===== src/inc/aes_host_pkg.sv =====
// Constants and carrier types for the cipher host controller
package aes_host_pkg;
  // Device register addresses
  localparam logic [7:0] ADDR_BCFG = 8'he9;
  localparam logic [7:0] ADDR_DCFG = 8'hea;
  localparam logic [7:0] ADDR_BIN = 8'heb;
  localparam logic [7:0] ADDR_KIN = 8'hec;
  localparam logic [7:0] ADDR_XIN = 8'hed;
  localparam logic [7:0] ADDR_YOUT = 8'hee;
  localparam logic [7:0] ADDR_SEL = 8'hd1;
  localparam logic [7:0] ADDR_NCF = 8'hc9;
  localparam logic [7:0] ADDR_NMD = 8'hca;
  localparam logic [7:0] ADDR_BAH = 8'hcb;
  localparam logic [7:0] ADDR_BAL = 8'hcc;
  localparam logic [7:0] ADDR_SZH = 8'hcd;
  localparam logic [7:0] ADDR_SZL = 8'hce;
  localparam logic [7:0] ADDR_AOH = 8'hcf;
  localparam logic [7:0] ADDR_AOL = 8'hd2;
  localparam logic [7:0] ADDR_EN = 8'hd3;
  localparam logic [7:0] ADDR_INT = 8'hd4;
  localparam logic [7:0] ADDR_ACT = 8'hd5;
  // Field positions and values
  localparam int BCFG_KS_LSB = 0;
  localparam int BCFG_DEC_BIT = 2;
  localparam int BCFG_EN_BIT = 3;
  localparam int BCFG_DONE_BIT = 5;
  localparam int NCF_IRQ_BIT = 7;
  localparam logic [7:0] BCFG_RESET = 8'h00;
  localparam logic [7:0] DCFG_BASIC = 8'h00;
  localparam logic [7:0] DCFG_CBC = 8'h01;
  localparam logic [7:0] NCF_KEY = 8'h05;
  localparam logic [7:0] NCF_DATA = 8'h06;
  localparam logic [7:0] NCF_CHAIN = 8'h07;
  localparam logic [7:0] NCF_RESULT = 8'h08;
  localparam logic [7:0] NMD_WRAP = 8'h01;
  localparam logic [7:0] NMD_NONE = 8'h00;
  localparam logic [7:0] EN_OFF = 8'h00;
  localparam logic [7:0] INT_CLEAR = 8'h00;
  localparam logic [7:0] ACT_START = 8'h0f;
  localparam logic [7:0] ACT_MASK = 8'h0f;
  localparam logic [1:0] KS_128 = 2'h0;
  localparam logic [1:0] KS_192 = 2'h1;
  localparam logic [1:0] KS_256 = 2'h2;
  // Counts
  localparam logic [5:0] BLOCK_BYTES = 6'h10;
  localparam logic [5:0] CH_WRITES = 6'h09;
  localparam logic [5:0] DMA_LAST = 6'h29;
  localparam logic [3:0] RES_LAST = 4'hf;

  typedef struct packed {
    logic dma;
    logic dec;
    logic cbc;
    logic irq_en;
    logic [1:0] ksel;
    logic [15:0] key_base;
    logic [15:0] data_base;
    logic [15:0] out_base;
    logic [15:0] nbytes;
  } job_t;

  typedef struct packed {
    logic wr;
    logic rd;
    logic [7:0] addr;
    logic [7:0] wdata;
  } sfr_req_t;

  typedef struct packed {
    logic [7:0] addr;
    logic [7:0] data;
  } sfr_wr_t;

  // Key length in bytes
  function automatic logic [5:0] key_bytes(input logic [1:0] ks);
    case (ks)
      KS_192: key_bytes = 6'h18;
      KS_256: key_bytes = 6'h20;
      default: key_bytes = 6'h10;
    endcase
  endfunction : key_bytes

  // Block config word: enable, direction, key size
  function automatic logic [7:0] bcfg_word(input job_t j);
    bcfg_word = BCFG_RESET;
    bcfg_word[BCFG_KS_LSB +: 2] = j.ksel;
    bcfg_word[BCFG_DEC_BIT] = j.dec;
    bcfg_word[BCFG_EN_BIT] = 1'b1;
  endfunction : bcfg_word

  // Chaining only exists on the channel-fed path
  function automatic logic [7:0] dcfg_word(input job_t j);
    dcfg_word = (j.dma && j.cbc) ? DCFG_CBC : DCFG_BASIC;
  endfunction : dcfg_word
endpackage : aes_host_pkg


===== src/hw/aes_host_ctrl.sv =====
// Host controller that drives the cipher through its register ports
`timescale 1ns/100ps
module aes_host_ctrl #(
  parameter int FIFO_DEPTH = 16
) (
  // Clock and reset
  input wire logic clk,
  input wire logic reset_n,
  // Job request
  input wire logic job_valid,
  input wire aes_host_pkg::job_t job_in,
  output logic job_ready,
  // Input bytes: data, key, data, key ... then extra key bytes
  input wire logic in_valid,
  input wire logic [7:0] in_data,
  output logic in_ready,
  // Result bytes
  output logic res_valid,
  output logic [7:0] res_data,
  input wire logic res_ready,
  // Status
  output logic busy,
  output logic done,
  // Device register port
  output aes_host_pkg::sfr_req_t sfr_req,
  input wire logic [7:0] sfr_rdata,
  input wire logic cipher_done_irq
);
  typedef enum logic [3:0] {
    ST_IDLE, ST_CFG, ST_FEED, ST_POLL_RD, ST_POLL_WT, ST_RES_RD,
    ST_RES_WT, ST_RES_OUT, ST_DMA_WR, ST_DMA_RD, ST_DMA_WT, ST_DONE
  } state_t;

  state_t state_q;
  logic [5:0] step_q;
  aes_host_pkg::job_t job_q;
  logic cfg_ok_q;
  logic [7:0] cfg_b_q;
  logic [7:0] cfg_d_q;
  logic irq_seen_q;
  logic fifo_valid;
  logic [7:0] fifo_data;
  logic fifo_pop;
  logic reuse;
  logic [5:0] feed_last;
  aes_host_pkg::sfr_wr_t setup_wr;

  ////////////////////////////////////////////////////////////////////
  // Register write sequence for setup, indexed by step
  function automatic aes_host_pkg::sfr_wr_t host_write(input logic [5:0] step,
                                                      input aes_host_pkg::job_t j);
    aes_host_pkg::sfr_wr_t w;
    logic [15:0] base;
    logic [15:0] size;
    logic [5:0] idx;
    logic [1:0] ch;
    logic [5:0] k;
    idx = step - 6'h04;
    ch = 2'(idx / aes_host_pkg::CH_WRITES);
    k = idx % aes_host_pkg::CH_WRITES;
    // Vector area starts one block before the data area
    case (ch)
      2'h0: base = j.key_base;
      2'h1: base = j.data_base;
      2'h2: base = j.data_base - 16'h0010;
      default: base = j.out_base;
    endcase
    // Low nibble dropped: caller supplies a padded count
    size = (ch == 2'h0) ? {10'h000, aes_host_pkg::key_bytes(j.ksel)}
                        : {j.nbytes[15:4], 4'h0};
    w.addr = aes_host_pkg::ADDR_EN;
    w.data = aes_host_pkg::EN_OFF;
    case (step)
      6'h00: w.addr = aes_host_pkg::ADDR_EN;
      6'h01:
      begin
        w.addr = aes_host_pkg::ADDR_BCFG;
        w.data = aes_host_pkg::BCFG_RESET;
      end
      6'h02:
      begin
        w.addr = aes_host_pkg::ADDR_DCFG;
        w.data = aes_host_pkg::dcfg_word(j);
      end
      6'h03:
      begin
        w.addr = aes_host_pkg::ADDR_BCFG;
        w.data = aes_host_pkg::bcfg_word(j);
      end
      6'h28:
      begin
        w.addr = aes_host_pkg::ADDR_INT;
        w.data = aes_host_pkg::INT_CLEAR;
      end
      aes_host_pkg::DMA_LAST:
      begin
        w.addr = aes_host_pkg::ADDR_ACT;
        w.data = aes_host_pkg::ACT_START;
      end
      default:
      begin
        case (k)
          6'h00:
          begin
            w.addr = aes_host_pkg::ADDR_SEL;
            w.data = {6'h00, ch};
          end
          6'h01:
          begin
            w.addr = aes_host_pkg::ADDR_NCF;
            case (ch)
              2'h0: w.data = aes_host_pkg::NCF_KEY;
              2'h1: w.data = aes_host_pkg::NCF_DATA;
              2'h2: w.data = aes_host_pkg::NCF_CHAIN;
              default:
              begin
                w.data = aes_host_pkg::NCF_RESULT;
                w.data[aes_host_pkg::NCF_IRQ_BIT] = j.irq_en;
              end
            endcase
          end
          6'h02:
          begin
            w.addr = aes_host_pkg::ADDR_NMD;
            w.data = (ch == 2'h0) ? aes_host_pkg::NMD_WRAP : aes_host_pkg::NMD_NONE;
          end
          6'h03:
          begin
            w.addr = aes_host_pkg::ADDR_BAH;
            w.data = base[15:8];
          end
          6'h04:
          begin
            w.addr = aes_host_pkg::ADDR_BAL;
            w.data = base[7:0];
          end
          6'h05:
          begin
            w.addr = aes_host_pkg::ADDR_SZH;
            w.data = size[15:8];
          end
          6'h06:
          begin
            w.addr = aes_host_pkg::ADDR_SZL;
            w.data = size[7:0];
          end
          6'h07:
          begin
            w.addr = aes_host_pkg::ADDR_AOH;
            w.data = 8'h00;
          end
          default:
          begin
            w.addr = aes_host_pkg::ADDR_AOL;
            w.data = 8'h00;
          end
        endcase
      end
    endcase
    host_write = w;
  endfunction : host_write

  // Port for feed byte n: alternate data and key, then key only
  function automatic logic [7:0] feed_port(input logic [5:0] n);
    if (n < 6'h20)
      feed_port = n[0] ? aes_host_pkg::ADDR_KIN : aes_host_pkg::ADDR_BIN;
    else
      feed_port = aes_host_pkg::ADDR_KIN;
  endfunction : feed_port

  ////////////////////////////////////////////////////////////////////
  // Input byte buffer; stalls the user when the feed lags
  byte_fifo #(
    .WIDTH(8),
    .DEPTH(FIFO_DEPTH)
  ) u_in_fifo (
    .clk(clk),
    .reset_n(reset_n),
    .wr_valid(in_valid),
    .wr_data(in_data),
    .wr_ready(in_ready),
    .rd_valid(fifo_valid),
    .rd_data(fifo_data),
    .rd_ready(fifo_pop)
  );

  assign fifo_pop = (state_q == ST_FEED);
  // Skip setup when the device already holds this configuration
  assign reuse = cfg_ok_q && !job_in.dma && (cfg_b_q == aes_host_pkg::bcfg_word(job_in))
                 && (cfg_d_q == aes_host_pkg::dcfg_word(job_in));
  assign feed_last = aes_host_pkg::key_bytes(job_q.ksel) + 6'h0f;
  assign setup_wr = host_write(step_q, job_q);

  ////////////////////////////////////////////////////////////////////
  // Sequencer
  always_ff @(posedge clk or negedge reset_n)
  begin
    if (!reset_n)
    begin
      state_q <= ST_IDLE;
      step_q <= 6'h00;
      job_q <= '0;
    end
    else
    begin
      case (state_q)
        ST_IDLE:
          if (job_valid && job_ready)
          begin
            job_q <= job_in;
            if (job_in.dma)
            begin
              state_q <= ST_DMA_WR;
              step_q <= 6'h00;
            end
            else if (reuse)
            begin
              state_q <= ST_FEED;
              step_q <= 6'h00;
            end
            else
            begin
              state_q <= ST_CFG;
              step_q <= 6'h01;
            end
          end
        ST_CFG:
          if (step_q == 6'h03)
          begin
            state_q <= ST_FEED;
            step_q <= 6'h00;
          end
          else
            step_q <= step_q + 6'h01;
        ST_FEED:
          if (fifo_valid)
          begin
            step_q <= step_q + 6'h01;
            if (step_q == feed_last)
              state_q <= ST_POLL_RD;
          end
        ST_POLL_RD: state_q <= ST_POLL_WT;
        ST_POLL_WT:
          // Either the done bit or a latched interrupt ends the wait
          if (sfr_rdata[aes_host_pkg::BCFG_DONE_BIT] || irq_seen_q)
          begin
            state_q <= ST_RES_RD;
            step_q <= 6'h00;
          end
          else
            state_q <= ST_POLL_RD;
        ST_RES_RD: state_q <= ST_RES_WT;
        ST_RES_WT: state_q <= ST_RES_OUT;
        ST_RES_OUT:
          if (res_ready)
          begin
            step_q <= step_q + 6'h01;
            state_q <= (step_q[3:0] == aes_host_pkg::RES_LAST) ? ST_DONE : ST_RES_RD;
          end
        ST_DMA_WR:
          if (step_q == aes_host_pkg::DMA_LAST)
            state_q <= ST_DMA_RD;
          else
            step_q <= step_q + 6'h01;
        ST_DMA_RD: state_q <= ST_DMA_WT;
        ST_DMA_WT:
          if ((sfr_rdata & aes_host_pkg::ACT_MASK) == 8'h00)
            state_q <= ST_DONE;
          else
            state_q <= ST_DMA_RD;
        ST_DONE: state_q <= ST_IDLE;
        default: state_q <= ST_IDLE;
      endcase
    end
  end

  // Register port strobes, one cycle each
  always_ff @(posedge clk or negedge reset_n)
  begin
    if (!reset_n)
      sfr_req <= '0;
    else
    begin
      sfr_req.wr <= 1'b0;
      sfr_req.rd <= 1'b0;
      case (state_q)
        ST_CFG, ST_DMA_WR:
        begin
          sfr_req.wr <= 1'b1;
          sfr_req.addr <= setup_wr.addr;
          sfr_req.wdata <= setup_wr.data;
        end
        ST_FEED:
          if (fifo_valid)
          begin
            sfr_req.wr <= 1'b1;
            sfr_req.addr <= feed_port(step_q);
            sfr_req.wdata <= fifo_data;
          end
        ST_POLL_RD:
        begin
          sfr_req.rd <= 1'b1;
          sfr_req.addr <= aes_host_pkg::ADDR_BCFG;
        end
        ST_RES_RD:
        begin
          sfr_req.rd <= 1'b1;
          sfr_req.addr <= aes_host_pkg::ADDR_YOUT;
        end
        ST_DMA_RD:
        begin
          sfr_req.rd <= 1'b1;
          sfr_req.addr <= aes_host_pkg::ADDR_ACT;
        end
        default: sfr_req.wr <= 1'b0;
      endcase
    end
  end

  // Configuration shadow and done-interrupt latch; set beats clear
  always_ff @(posedge clk or negedge reset_n)
  begin
    if (!reset_n)
    begin
      cfg_ok_q <= 1'b0;
      cfg_b_q <= 8'h00;
      cfg_d_q <= 8'h00;
      irq_seen_q <= 1'b0;
    end
    else
    begin
      if (state_q == ST_CFG || state_q == ST_DMA_WR)
      begin
        cfg_ok_q <= 1'b1;
        cfg_b_q <= aes_host_pkg::bcfg_word(job_q);
        cfg_d_q <= aes_host_pkg::dcfg_word(job_q);
      end
      if (cipher_done_irq)
        irq_seen_q <= 1'b1;
      else if (state_q == ST_IDLE)
        irq_seen_q <= 1'b0;
    end
  end

  // Result handshake and user status
  always_ff @(posedge clk or negedge reset_n)
  begin
    if (!reset_n)
    begin
      res_valid <= 1'b0;
      res_data <= 8'h00;
      job_ready <= 1'b1;
      busy <= 1'b0;
      done <= 1'b0;
    end
    else
    begin
      done <= (state_q == ST_DONE);
      if (state_q == ST_RES_WT)
      begin
        res_valid <= 1'b1;
        res_data <= sfr_rdata;
      end
      else if (state_q == ST_RES_OUT && res_ready)
        res_valid <= 1'b0;
      if (state_q == ST_IDLE && job_valid && job_ready)
      begin
        job_ready <= 1'b0;
        busy <= 1'b1;
      end
      else if (state_q == ST_DONE)
      begin
        job_ready <= 1'b1;
        busy <= 1'b0;
      end
    end
  end

  ////////////////////////////////////////////////////////////////////
  // Checking helpers
  logic [7:0] last_wr_q;
  logic [1:0] last_sel_q;
  logic [5:0] bin_cnt_q;
  logic [5:0] kin_cnt_q;
  logic [4:0] res_cnt_q;

  always_ff @(posedge clk or negedge reset_n)
  begin
    if (!reset_n)
    begin
      last_wr_q <= 8'h00;
      last_sel_q <= 2'h0;
      bin_cnt_q <= 6'h00;
      kin_cnt_q <= 6'h00;
      res_cnt_q <= 5'h00;
    end
    else if (state_q == ST_IDLE)
    begin
      bin_cnt_q <= 6'h00;
      kin_cnt_q <= 6'h00;
      res_cnt_q <= 5'h00;
    end
    else
    begin
      if (sfr_req.wr)
        last_wr_q <= sfr_req.addr;
      if (sfr_req.wr && sfr_req.addr == aes_host_pkg::ADDR_SEL)
        last_sel_q <= sfr_req.wdata[1:0];
      if (sfr_req.wr && sfr_req.addr == aes_host_pkg::ADDR_BIN)
        bin_cnt_q <= bin_cnt_q + 6'h01;
      if (sfr_req.wr && sfr_req.addr == aes_host_pkg::ADDR_KIN)
        kin_cnt_q <= kin_cnt_q + 6'h01;
      if (res_valid && res_ready)
        res_cnt_q <= res_cnt_q + 5'h01;
    end
  end

  AST_RESET_FIRST: assert property (@(posedge clk) disable iff (!reset_n)
    (state_q == ST_CFG && $past(state_q) == ST_IDLE) |=> (sfr_req.wr
      && sfr_req.addr == aes_host_pkg::ADDR_BCFG && sfr_req.wdata == 8'h00))
    else $error("setup did not start with a zero block config write");

  AST_PLAIN_PATH: assert property (@(posedge clk) disable iff (!reset_n)
    (sfr_req.wr && sfr_req.addr == aes_host_pkg::ADDR_DCFG && !(job_q.dma && job_q.cbc))
      |-> sfr_req.wdata == 8'h00)
    else $error("plain path got a nonzero dataflow config");

  AST_ALTERNATE: assert property (@(posedge clk) disable iff (!reset_n)
    (sfr_req.wr && sfr_req.addr == aes_host_pkg::ADDR_BIN)
      |-> (last_wr_q != aes_host_pkg::ADDR_BIN && kin_cnt_q == bin_cnt_q))
    else $error("data byte not alternated with key byte");

  AST_KEY_TOTAL: assert property (@(posedge clk) disable iff (!reset_n)
    $rose(state_q == ST_POLL_RD) && !job_q.dma |=> (bin_cnt_q == 6'h10
      && kin_cnt_q == aes_host_pkg::key_bytes(job_q.ksel)))
    else $error("wrong count of data or key bytes before waiting");

  AST_RESULTS: assert property (@(posedge clk) disable iff (!reset_n)
    (state_q == ST_DONE && !job_q.dma) |-> res_cnt_q == 5'h10)
    else $error("block ended without sixteen result bytes");

  AST_CH_OFF: assert property (@(posedge clk) disable iff (!reset_n)
    (sfr_req.wr && sfr_req.addr == aes_host_pkg::ADDR_EN) |-> sfr_req.wdata[3:0] == 4'h0)
    else $error("cipher channels not disabled");

  AST_SEL_CODE: assert property (@(posedge clk) disable iff (!reset_n)
    (sfr_req.wr && sfr_req.addr == aes_host_pkg::ADDR_SEL) |-> ##1 (sfr_req.wr
      && sfr_req.addr == aes_host_pkg::ADDR_NCF
      && sfr_req.wdata[3:0] == 4'(4'h5 + {2'h0, last_sel_q})))
    else $error("channel code does not follow channel select");

  AST_WRAP: assert property (@(posedge clk) disable iff (!reset_n)
    (sfr_req.wr && sfr_req.addr == aes_host_pkg::ADDR_NMD)
      |-> sfr_req.wdata == ((last_sel_q == 2'h0) ? 8'h01 : 8'h00))
    else $error("wrap mode wrong for channel");

  AST_SIZE16: assert property (@(posedge clk) disable iff (!reset_n)
    (sfr_req.wr && sfr_req.addr == aes_host_pkg::ADDR_SZL && last_sel_q != 2'h0)
      |-> sfr_req.wdata[3:0] == 4'h0)
    else $error("data size not a multiple of sixteen");

  AST_OFFSET_ZERO: assert property (@(posedge clk) disable iff (!reset_n)
    (sfr_req.wr && (sfr_req.addr == aes_host_pkg::ADDR_AOH
      || sfr_req.addr == aes_host_pkg::ADDR_AOL)) |-> sfr_req.wdata == 8'h00)
    else $error("address offset not cleared");

  AST_START_POLL: assert property (@(posedge clk) disable iff (!reset_n)
    (sfr_req.wr && sfr_req.addr == aes_host_pkg::ADDR_ACT) |-> sfr_req.wdata == 8'h0f
      ##1 (sfr_req.rd && sfr_req.addr == aes_host_pkg::ADDR_ACT))
    else $error("channel start not followed by activity poll");
endmodule : aes_host_ctrl


===== src/hw/byte_fifo.sv =====
// Synchronous FIFO with valid/ready on both sides
`timescale 1ns/100ps
module byte_fifo #(
  parameter int WIDTH = 8,
  parameter int DEPTH = 16
) (
  // Clock and reset
  input wire logic clk,
  input wire logic reset_n,
  // Fill side
  input wire logic wr_valid,
  input wire logic [WIDTH-1:0] wr_data,
  output logic wr_ready,
  // Drain side
  output logic rd_valid,
  output logic [WIDTH-1:0] rd_data,
  input wire logic rd_ready
);
  localparam int AW = $clog2(DEPTH);

  if (DEPTH < 2 || (1 << AW) != DEPTH) begin : g_bad_depth
    $error("byte_fifo depth must be a power of two of at least 2");
  end

  logic [WIDTH-1:0] mem [DEPTH];
  logic [AW-1:0] wp_q;
  logic [AW-1:0] rp_q;
  logic [AW:0] cnt_q;
  logic push;
  logic pop;

  assign push = wr_valid && wr_ready;
  assign pop = rd_valid && rd_ready;
  assign rd_valid = (cnt_q != '0);
  assign rd_data = mem[rp_q];

  // Storage has no reset; only pointers, fill level and ready need defined state
  always_ff @(posedge clk)
  begin
    if (push)
      mem[wp_q] <= wr_data;
  end

  // Pointers, fill level and registered ready
  always_ff @(posedge clk or negedge reset_n)
  begin
    if (!reset_n)
    begin
      wp_q <= '0;
      rp_q <= '0;
      cnt_q <= '0;
      wr_ready <= 1'b1;
    end
    else
    begin
      if (push)
        wp_q <= wp_q + 1'b1;
      if (pop)
        rp_q <= rp_q + 1'b1;
      case ({push, pop})
        2'b10:
        begin
          cnt_q <= cnt_q + 1'b1;
          wr_ready <= (cnt_q < (AW+1)'(DEPTH - 1));
        end
        2'b01:
        begin
          cnt_q <= cnt_q - 1'b1;
          wr_ready <= 1'b1;
        end
        default:
          wr_ready <= (cnt_q < (AW+1)'(DEPTH));
      endcase
    end
  end
endmodule : byte_fifo


===== config.mk =====
export PLATFORM = sky130hd
export DESIGN_NAME = aes_host_ctrl
export DESIGN_NICKNAME = d
export VERILOG_FILES = /design/src/inc/aes_host_pkg.sv /design/src/hw/aes_host_ctrl.sv /design/src/hw/byte_fifo.sv
export SDC_FILE = /design/constraint.sdc
export NUM_CORES = 1
export LEC_CHECK = 0
export ABC_AREA = 1
export BUFFER_PORTS_ARGS = -buffer_cell sky130_fd_sc_hd__buf_4
export CAP_MARGIN = 20
export CORE_MARGIN = 2
export CORE_UTILIZATION = 56
export DETAILED_ROUTE_END_ITERATION = 7
export PLACE_DENSITY_LB_ADDON = 0.25
export SETUP_SLACK_MARGIN = 0.15
export SKIP_LAST_GASP = 1
export SLEW_MARGIN = 10
export SYNTH_ARGS = -nofsm -noshare
export SYNTH_HDL_FRONTEND = slang
export SYNTH_SLANG_ARGS = --single-unit

===== constraint.sdc =====
create_clock -name clk -period 10.9 [get_ports clk]
set_clock_uncertainty 0.05 [all_clocks]
set_input_delay 0.545 -clock clk [delete_from_list [all_inputs] [get_ports clk]]
set_output_delay 0.545 -clock clk [all_outputs]
set_load 0.01 [all_outputs]

# Yosys cells after proc, flatten, opt, wreduce, memory -nomap -nowiden
# Memory sizes are Yosys's and may differ from the RTL's.
# Cells that the tools add are included.
# Widths: inputs -> output; s select.
[op_classes]
n_lt_le_gt_ge = 3
mux = 51
add_sub_neg = 8
n_eq_ne = 41
n_div = 2
reduce_logical = 36
[ops]
columns = ["op", "count"]
rows = [
  ["$pmux 13 s8", 1],
  ["$pmux 8 s5", 2],
  ["$pmux 16 s3", 1],
  ["$pmux 4 s11", 1],
  ["$mux 6", 6],
  ["$pmux 6 s6", 1],
  ["$mux 16", 2],
  ["$mux 4", 8],
  ["$pmux 8 s4", 1],
  ["$eq 6x2->1 const B", 4],
  ["$eq 6x3->1 const B", 4],
  ["$pmux 8 s3", 1],
  ["$eq 4x4->1 const B", 5],
  ["$mux 1", 17],
  ["$eq 4x3->1 const B", 4],
  ["$pmux 8 s2", 1],
  ["$sub 16x5->16 const B", 1],
  ["$ne 2x2->1 const B", 7],
  ["$eq 6x1->1 const B", 2],
  ["$eq 6x6->1 const B", 2],
  ["$logic_not 6->1", 2],
  ["$pmux 6 s2", 1],
  ["$reduce_and 6->1", 2],
  ["$logic_and 1x1->1", 11],
  ["other kinds (34)", 54],
]
[word_totals]
memories = 1
input_bits = 92
output_inout_bits = 31
ff_bits = 138
ramBits = 128
word_cells = 170
[memory_table]
columns = ["memory", "words", "word_bits", "rd", "rd_ports_with_merged_regs", "write_ports", "line", "rtl"]
rows = [
  ["u_in_fifo.mem", 16, 8, 1, 0, 1, "byte_fifo.sv:25", "logic [WIDTH-1:0] mem [DEPTH];"],
]

# Logic depth before layout (Yosys ltp)
[depth]
ltp_word = 8
ltp_mapped = 37
depth_no_buf = 35

# Hierarchy
# A second synthesis with hierarchy kept.
[hier_totals]
hier_cells = 1563
area_unflattened_um2 = 13122.6
[by_module_without_submodules]
columns = ["module", "seq_area_each_um2", "n_inst", "cells_each", "area_per_inst_um2"]
rows = [
  ["aes_host_ctrl", 2778.9, 1, 944, 6869.1],
  ["byte_fifo", 4195.3, 1, 619, 6253.5],
]

# Worst setup path before layout
# No wires, ideal clock.
[synth_path]
kind = "register to register"
startpoint = "reg step_q[0]"
endpoint = "reg sfr_req[3] (netlist bit)"
arrival_ns = 4.076
synth_period_minus_slack_ns = 4.192
setup_ns = 0.066
stages_incl_launch_ff = 34
path_buffers = 1
setup_slack_ns = 6.708
cell_sequence = "dfrtp_1 > inv_1 > ha_1 > nand2_1 > nand2_1 > inv_1 > nand2_2 > nand2_2 > nand2_1 > nand2_1 > inv_1 > ha_1 > inv_1 > nand2_1 > nor2_2 > nor2_4 > nand2_4 > nand2_1 > nand2_1 > ha_1 > nand3_4 > a21oi_4 > nand2_2 > inv_1 > ha_1 > clkbuf_1 > inv_1 > o311ai_0 > o21ai_0 > o21ai_0 > o21ai_1 > nand2_1 > nand2_1 > nand2_1"
[synth_between]
elab_chain_len = 7
elab_cells_between_ends = 27
[synth_rtl]
columns = ["item", "line", "rtl"]
rows = [
  ["start, declared", "aes_host_ctrl.sv:35", "logic [5:0] step_q;"],
  ["start signal, assigned", "aes_host_ctrl.sv:234", "step_q <= step_q + 6'h01;"],
  ["start signal, assigned", "aes_host_ctrl.sv:238", "step_q <= step_q + 6'h01;"],
  ["start signal, assigned", "aes_host_ctrl.sv:257", "step_q <= step_q + 6'h01;"],
  ["$sub 6x3->6", "aes_host_ctrl.sv:58", "idx = step - 6'h04;"],
  ["$div 6x4->6", "aes_host_ctrl.sv:59", "ch = 2'(idx / aes_host_pkg::CH_WRITES);"],
  ["$eq 2x2->1, or another cell as far along", "aes_host_ctrl.sv:62, aes_host_ctrl.sv:111", ""],
  ["$pmux 16 s3, or another cell as far along", "aes_host_ctrl.sv:62", "case (ch)"],
  ["$pmux 13 s8", "aes_host_ctrl.sv:102", "case (k)"],
  ["$pmux 8 s4 (*)", "aes_host_ctrl.sv:73", "case (step)"],
  ["$pmux 8 s2 (*)", "aes_host_ctrl.sv:286", "case (state_q)"],
  ["end, declared", "aes_host_ctrl.sv:25", "output aes_host_pkg::sfr_req_t sfr_req,"],
]
# Every way passes the cells marked *; elsewhere a longest branch is shown, timed or not.
# A chain may end at the register's enable or synchronous reset.

# Final worst setup path
[layout_path]
startpoint = "reg step_q[0]"
endpoint = "reg sfr_req[4] (netlist bit)"
[layout_between]
elab_chain_len = 7
elab_cells_between_ends = 26
[layout_rtl]
columns = ["item", "line"]
rows = [
  ["$sub 6x3->6", "aes_host_ctrl.sv:58"],
  ["$div 6x4->6", "aes_host_ctrl.sv:59"],
  ["$eq 2x2->1, or another cell as far along", "aes_host_ctrl.sv:62"],
  ["$pmux 16 s3 / $mux 16 (equally long branches)", "aes_host_ctrl.sv:62, aes_host_ctrl.sv:69"],
  ["$pmux 13 s8", "aes_host_ctrl.sv:102"],
  ["$pmux 8 s4 (*)", "aes_host_ctrl.sv:73"],
  ["$pmux 8 s2 (*)", "aes_host_ctrl.sv:286"],
]
# Marked as above.

==> summary.md <==
Finish
- **number of nets in the finished design** 1630
- **area of combinational cells with multiple inputs** 4940 sq um
- **commonest non-fill, non-tap cell in the layout** nand2_1
- **# diodes** 0
- **layout cell share with drive strength beyond 1** 13.99%
- **highest-count cells in the layout ignoring fill and taps** nand2_1 (357), nor2_1 (158), o21ai_0 (136), edfxtp_1 (128), buf_4 (124)
- **sequential cell area** 6974 sq um
- **final design area excluding fillers** 14580 sq um
- **area grow syn2layout** 15.75%
- **number of fill cells in the layout** 1693
- **post-layout util** 66.39%

Critical path
- **number of cells on the critical path** 30
- **critical path class** reg2reg
- **RR Endpoint** sfr_req[4]
- **Slowest-stage cell, CP** ha_1
- **Worst setup EP type** register
- **critical path startpoint** step_q[0]
- **longest individual stage delay on the worst path** 0.75 ns
- **reg-to-reg critical path startpoint** step_q[0]
- **Top cell by count, worst path** nand2_1
- **crit path max fanout** 22
- **startpoint kind of the worst setup timing path** register
- **r2r worst-path depth** 30
- **minimum setup slack among reg-to-reg paths** 5.30 ns
- **data required time at the worst endpoint** 11.31 ns
- **cell family contributing the most delay on the critical path** simple AND/OR/NAND/NOR gates
- **data arrival time of the worst path** 6.01 ns
- **CP Buf/Inv Count** 6

Synth
- **synthesized instance count** 1403
- **flop and latch count out of synthesis** 253
- **count of flip-flops with a built-in enable after synthesis** 128
- **fraction of the yosys area taken by sequential cells** 55.37%
- **proportion of register bits with asynchronous set or reset after synthesis** 49.41%
- **number of synthesis warnings** 0
- **number of different library cells in the post-synthesis netlist** 49
- **synthesized area** 12590 sq um
- **per-instance average area after synthesis** 8.977 sq um
- **commonest register cell after synthesis** edfxtp_1
- **Syn Nets** 1530

Timing
- **max-slew violation count** 0
- **clock period minus final worst setup slack** 5.600 ns
- **PnR worst setup slack** 5.300 ns
- **final-layout setup total negative slack** 0 ns
- **setup-violating endpoint count in the final report** 0
- **achievable clock frequency** 178.6 MHz
- **RSZ-0062 raised after global routing** false
- **worst slew pin tran** 1.111 ns
- **fin crit share** 51.38%
- **Max-Slew Margin vs Limit** 25.83%
- **Hold Fails Final Rpt** 0

Flow run
- **Maximum Capacitance Violations** 0

Pwr
- **leakage power summed over all cells** 6.536 nW
- **net switching fraction of the power** 45.24%
- **Power Dens Cells** 320.0 nW/um^2
- **clock network fraction of total power** 20.0%
- **Int Power** 2.554 mW
- **reported net switching power** 2.110 mW
- **relative contribution of combinational cells to total power** 49.6%
- **Worst IR Drop VDD** 185.3 uV
- **sequential group share of total power** 30.4%

Placement
- **Placer Congestion** 0.9115
- **worst setup timing slack at the placement stage** 5.391 ns
- **buffers added on ports** 118
- **Area after DPL** 13660 sq um
- **total half-perimeter wirelength after legalization and detailed placement** 21070 microns

Clock tree
- **post-CTS setup buffer count** 0
- **depth of the CTS H-tree** 1
- **clk slew on worst S/H paths** 0.07 ns
- **CTS buffer count** 26
- **Root Driver** clkbuf_16
- **clk sinks** 253
- **number of buffers on the longest clock path** 3
- **TritonCTS clock tree** done
- **clock network latency to the later pin of the worst-skew pair** 0.53 ns

Routing
- **vias per cell** 5.679
- **antenna violation net count after detailed routing** 0
- **DRC errors left** 0
- **Via Count** 10240
- **wire length after detailed routing** 31190 microns
- **routed wirelength normalized by instance count** 17.30 microns
- **number of iterations in the first detailed-routing pass** 6
- **number of violations reported at the end of detailed-routing iteration 0** 993

Floorplan
- **row count** 54
- **Die Span Y** 154.0 microns
- **Core Footprint** 21960 sq um
- **Initial Utilization** 57.36%
- **number of ports placed on the die boundary** 123
- **x dimension of the die** 154.0 microns
- **die footprint** 23710 sq um

Global routing
- **wire length of the first global-routing pass** 50540 microns
- **vias in the first global route** 9876
- **antenna violations before repair** 1
- **residual overflow from global routing** 0
- **global routing usage summed across all routing layers** 26.45%
- **largest net degree at the start of global routing** 77

Min path
- **Worst Hold Class** in2reg
- **launch instance of the worst min-delay path** job_in[53]
- **number of instances on the worst hold path** 3
- **Hold Crit Endpoint** job_q[53]

Status
- **outcome** complete, no violations

-- per-stage QoR --
stage / cells / hold WS (ns) / power, mW
after floorplan: 1403 / 0.1994 / 3.084
after global placement: 1754 / 0.3938 / 3.630
after detailed placement: 1754 / 0.4023 / 3.691
after CTS: 1803 / 0.1497 / 4.634
after global routing: 1803 / 0.1595 / 5.017
final: 1803 / 0.1605 / 4.665
-- worst max path at each step --
stage            endpoint
2_1_floorplan  sfr_req[3]
3_3_place_gp   sfr_req[4]
3_5_place_dp   sfr_req[4]
4_1_cts        sfr_req[4]
5_1_grt        sfr_req[2]
6_report       sfr_req[4]
-- flip-flops by register name (all words and copies together) (netlist names), 3 cells and up --
name / count
u_in_fifo.wp_q: 4
sfr_req: 17
step_q: 6
state_q: 4
job_q: 66
u_in_fifo.rp_q: 4
res_data: 8
u_in_fifo.mem: 128
cfg_b_q: 3
u_in_fifo.cnt_q: 5
-- synth_stat cells (4+ instances only) --
cell type | instances | area share (%)
nor3_1 | 10 | 0.40
nor2_4 | 5 | 0.45
nor4_1 | 5 | 0.25
o21ai_1 | 6 | 0.24
nand2_2 | 13 | 0.65
clkbuf_1 | 42 | 1.3
o221ai_1 | 17 | 1.2
o211ai_1 | 12 | 0.72
a21oi_1 | 44 | 1.7
nand2_1 | 357 | 11
nand4_1 | 24 | 1.2
edfxtp_1 | 128 | 31
nor2_2 | 5 | 0.25
dfrtp_1 | 123 | 24
o21ai_0 | 136 | 5.4
buf_1 | 6 | 0.18
inv_1 | 114 | 3.4
ha_1 | 34 | 3.4
xor2_1 | 12 | 0.83
nor2_1 | 159 | 4.7
inv_2 | 4 | 0.12
a31oi_1 | 4 | 0.20
a221oi_1 | 6 | 0.42
o22ai_1 | 16 | 0.79
nand2_4 | 5 | 0.45
nand3_1 | 72 | 2.9
or2_2 | 6 | 0.30
-- worst reg2reg max path: cells and delay by family (launching register included) --
kind | cells | cell delay, ns
AOI/OAI and AO/OA | 3 | 0.63
adders and majority gates | 4 | 1.49
and+or+nand+nor | 17 | 1.74
buffers and inverters | 6 | 1.12
DFF | 1 | 0.49
-- final cells by class --
| class | instances | area share [%] |
|---|---|---|
| sequential | 253 | 47.84 |
| inverter | 121 | 3.116 |
| clock inverter | 11 | 1.133 |
| timing repair buffer | 126 | 6.532 |
| multi-input combinational | 975 | 33.89 |
| clock buffer | 37 | 5.090 |
| tap | 280 | 2.403 |
-- cells by family (layout without fill, tap and decap cells) --
| family | count (synthesis) | after routing | synth area share [%] |
|---|---|---|---|
| AND/OR/NAND/NOR | 667 | 667 | 22.74 |
| AO/OA/AOI/OAI | 258 | 258 | 11.84 |
| flip-flops | 253 | 253 | 55.37 |
| buffers and inverters | 175 | 295 | 5.464 |
| adder cells (fa/ha/maj) | 35 | 35 | 3.537 |
| XOR/XNOR | 15 | 15 | 1.043 |
-- routing by layer --
| layer | up-vias | routed length (microns) | track usage, % | share of wire (%) |
|---|---|---|---|---|
| li1 | 4928 | - | - | - |
| met1 | 4820 | 13920 | 38.66 | 45 |
| met2 | 447 | 14140 | 41.58 | 45 |
| met3 | 43 | 2665 | 4.989 | 8.5 |
| met4 | 2 | 449 | 5.830 | 1.4 |
| met5 | - | 11 | 0 | 0.035 |
-- power by group through the flow --
stage | sequential (mW) | combinational [mW] | clock, mW
after CTS | 1.41 | 2.28 | 0.940
after global placement | 1.42 | 2.21 | 0
final | 1.42 | 2.31 | 0.932
after floorplan | 1.39 | 1.69 | 0
after global routing | 1.44 | 2.60 | 0.977
after detailed placement | 1.43 | 2.26 | 0
-- repair_timing --
item | 4_1_cts | 5_1_grt
endpoints found under the hold margin | 56 | 0
resized for setup | 0 | 0
hold buffers | 1 | 0
setup endpoints to repair | 0 | 0
(Power assumes the default switching activity.)
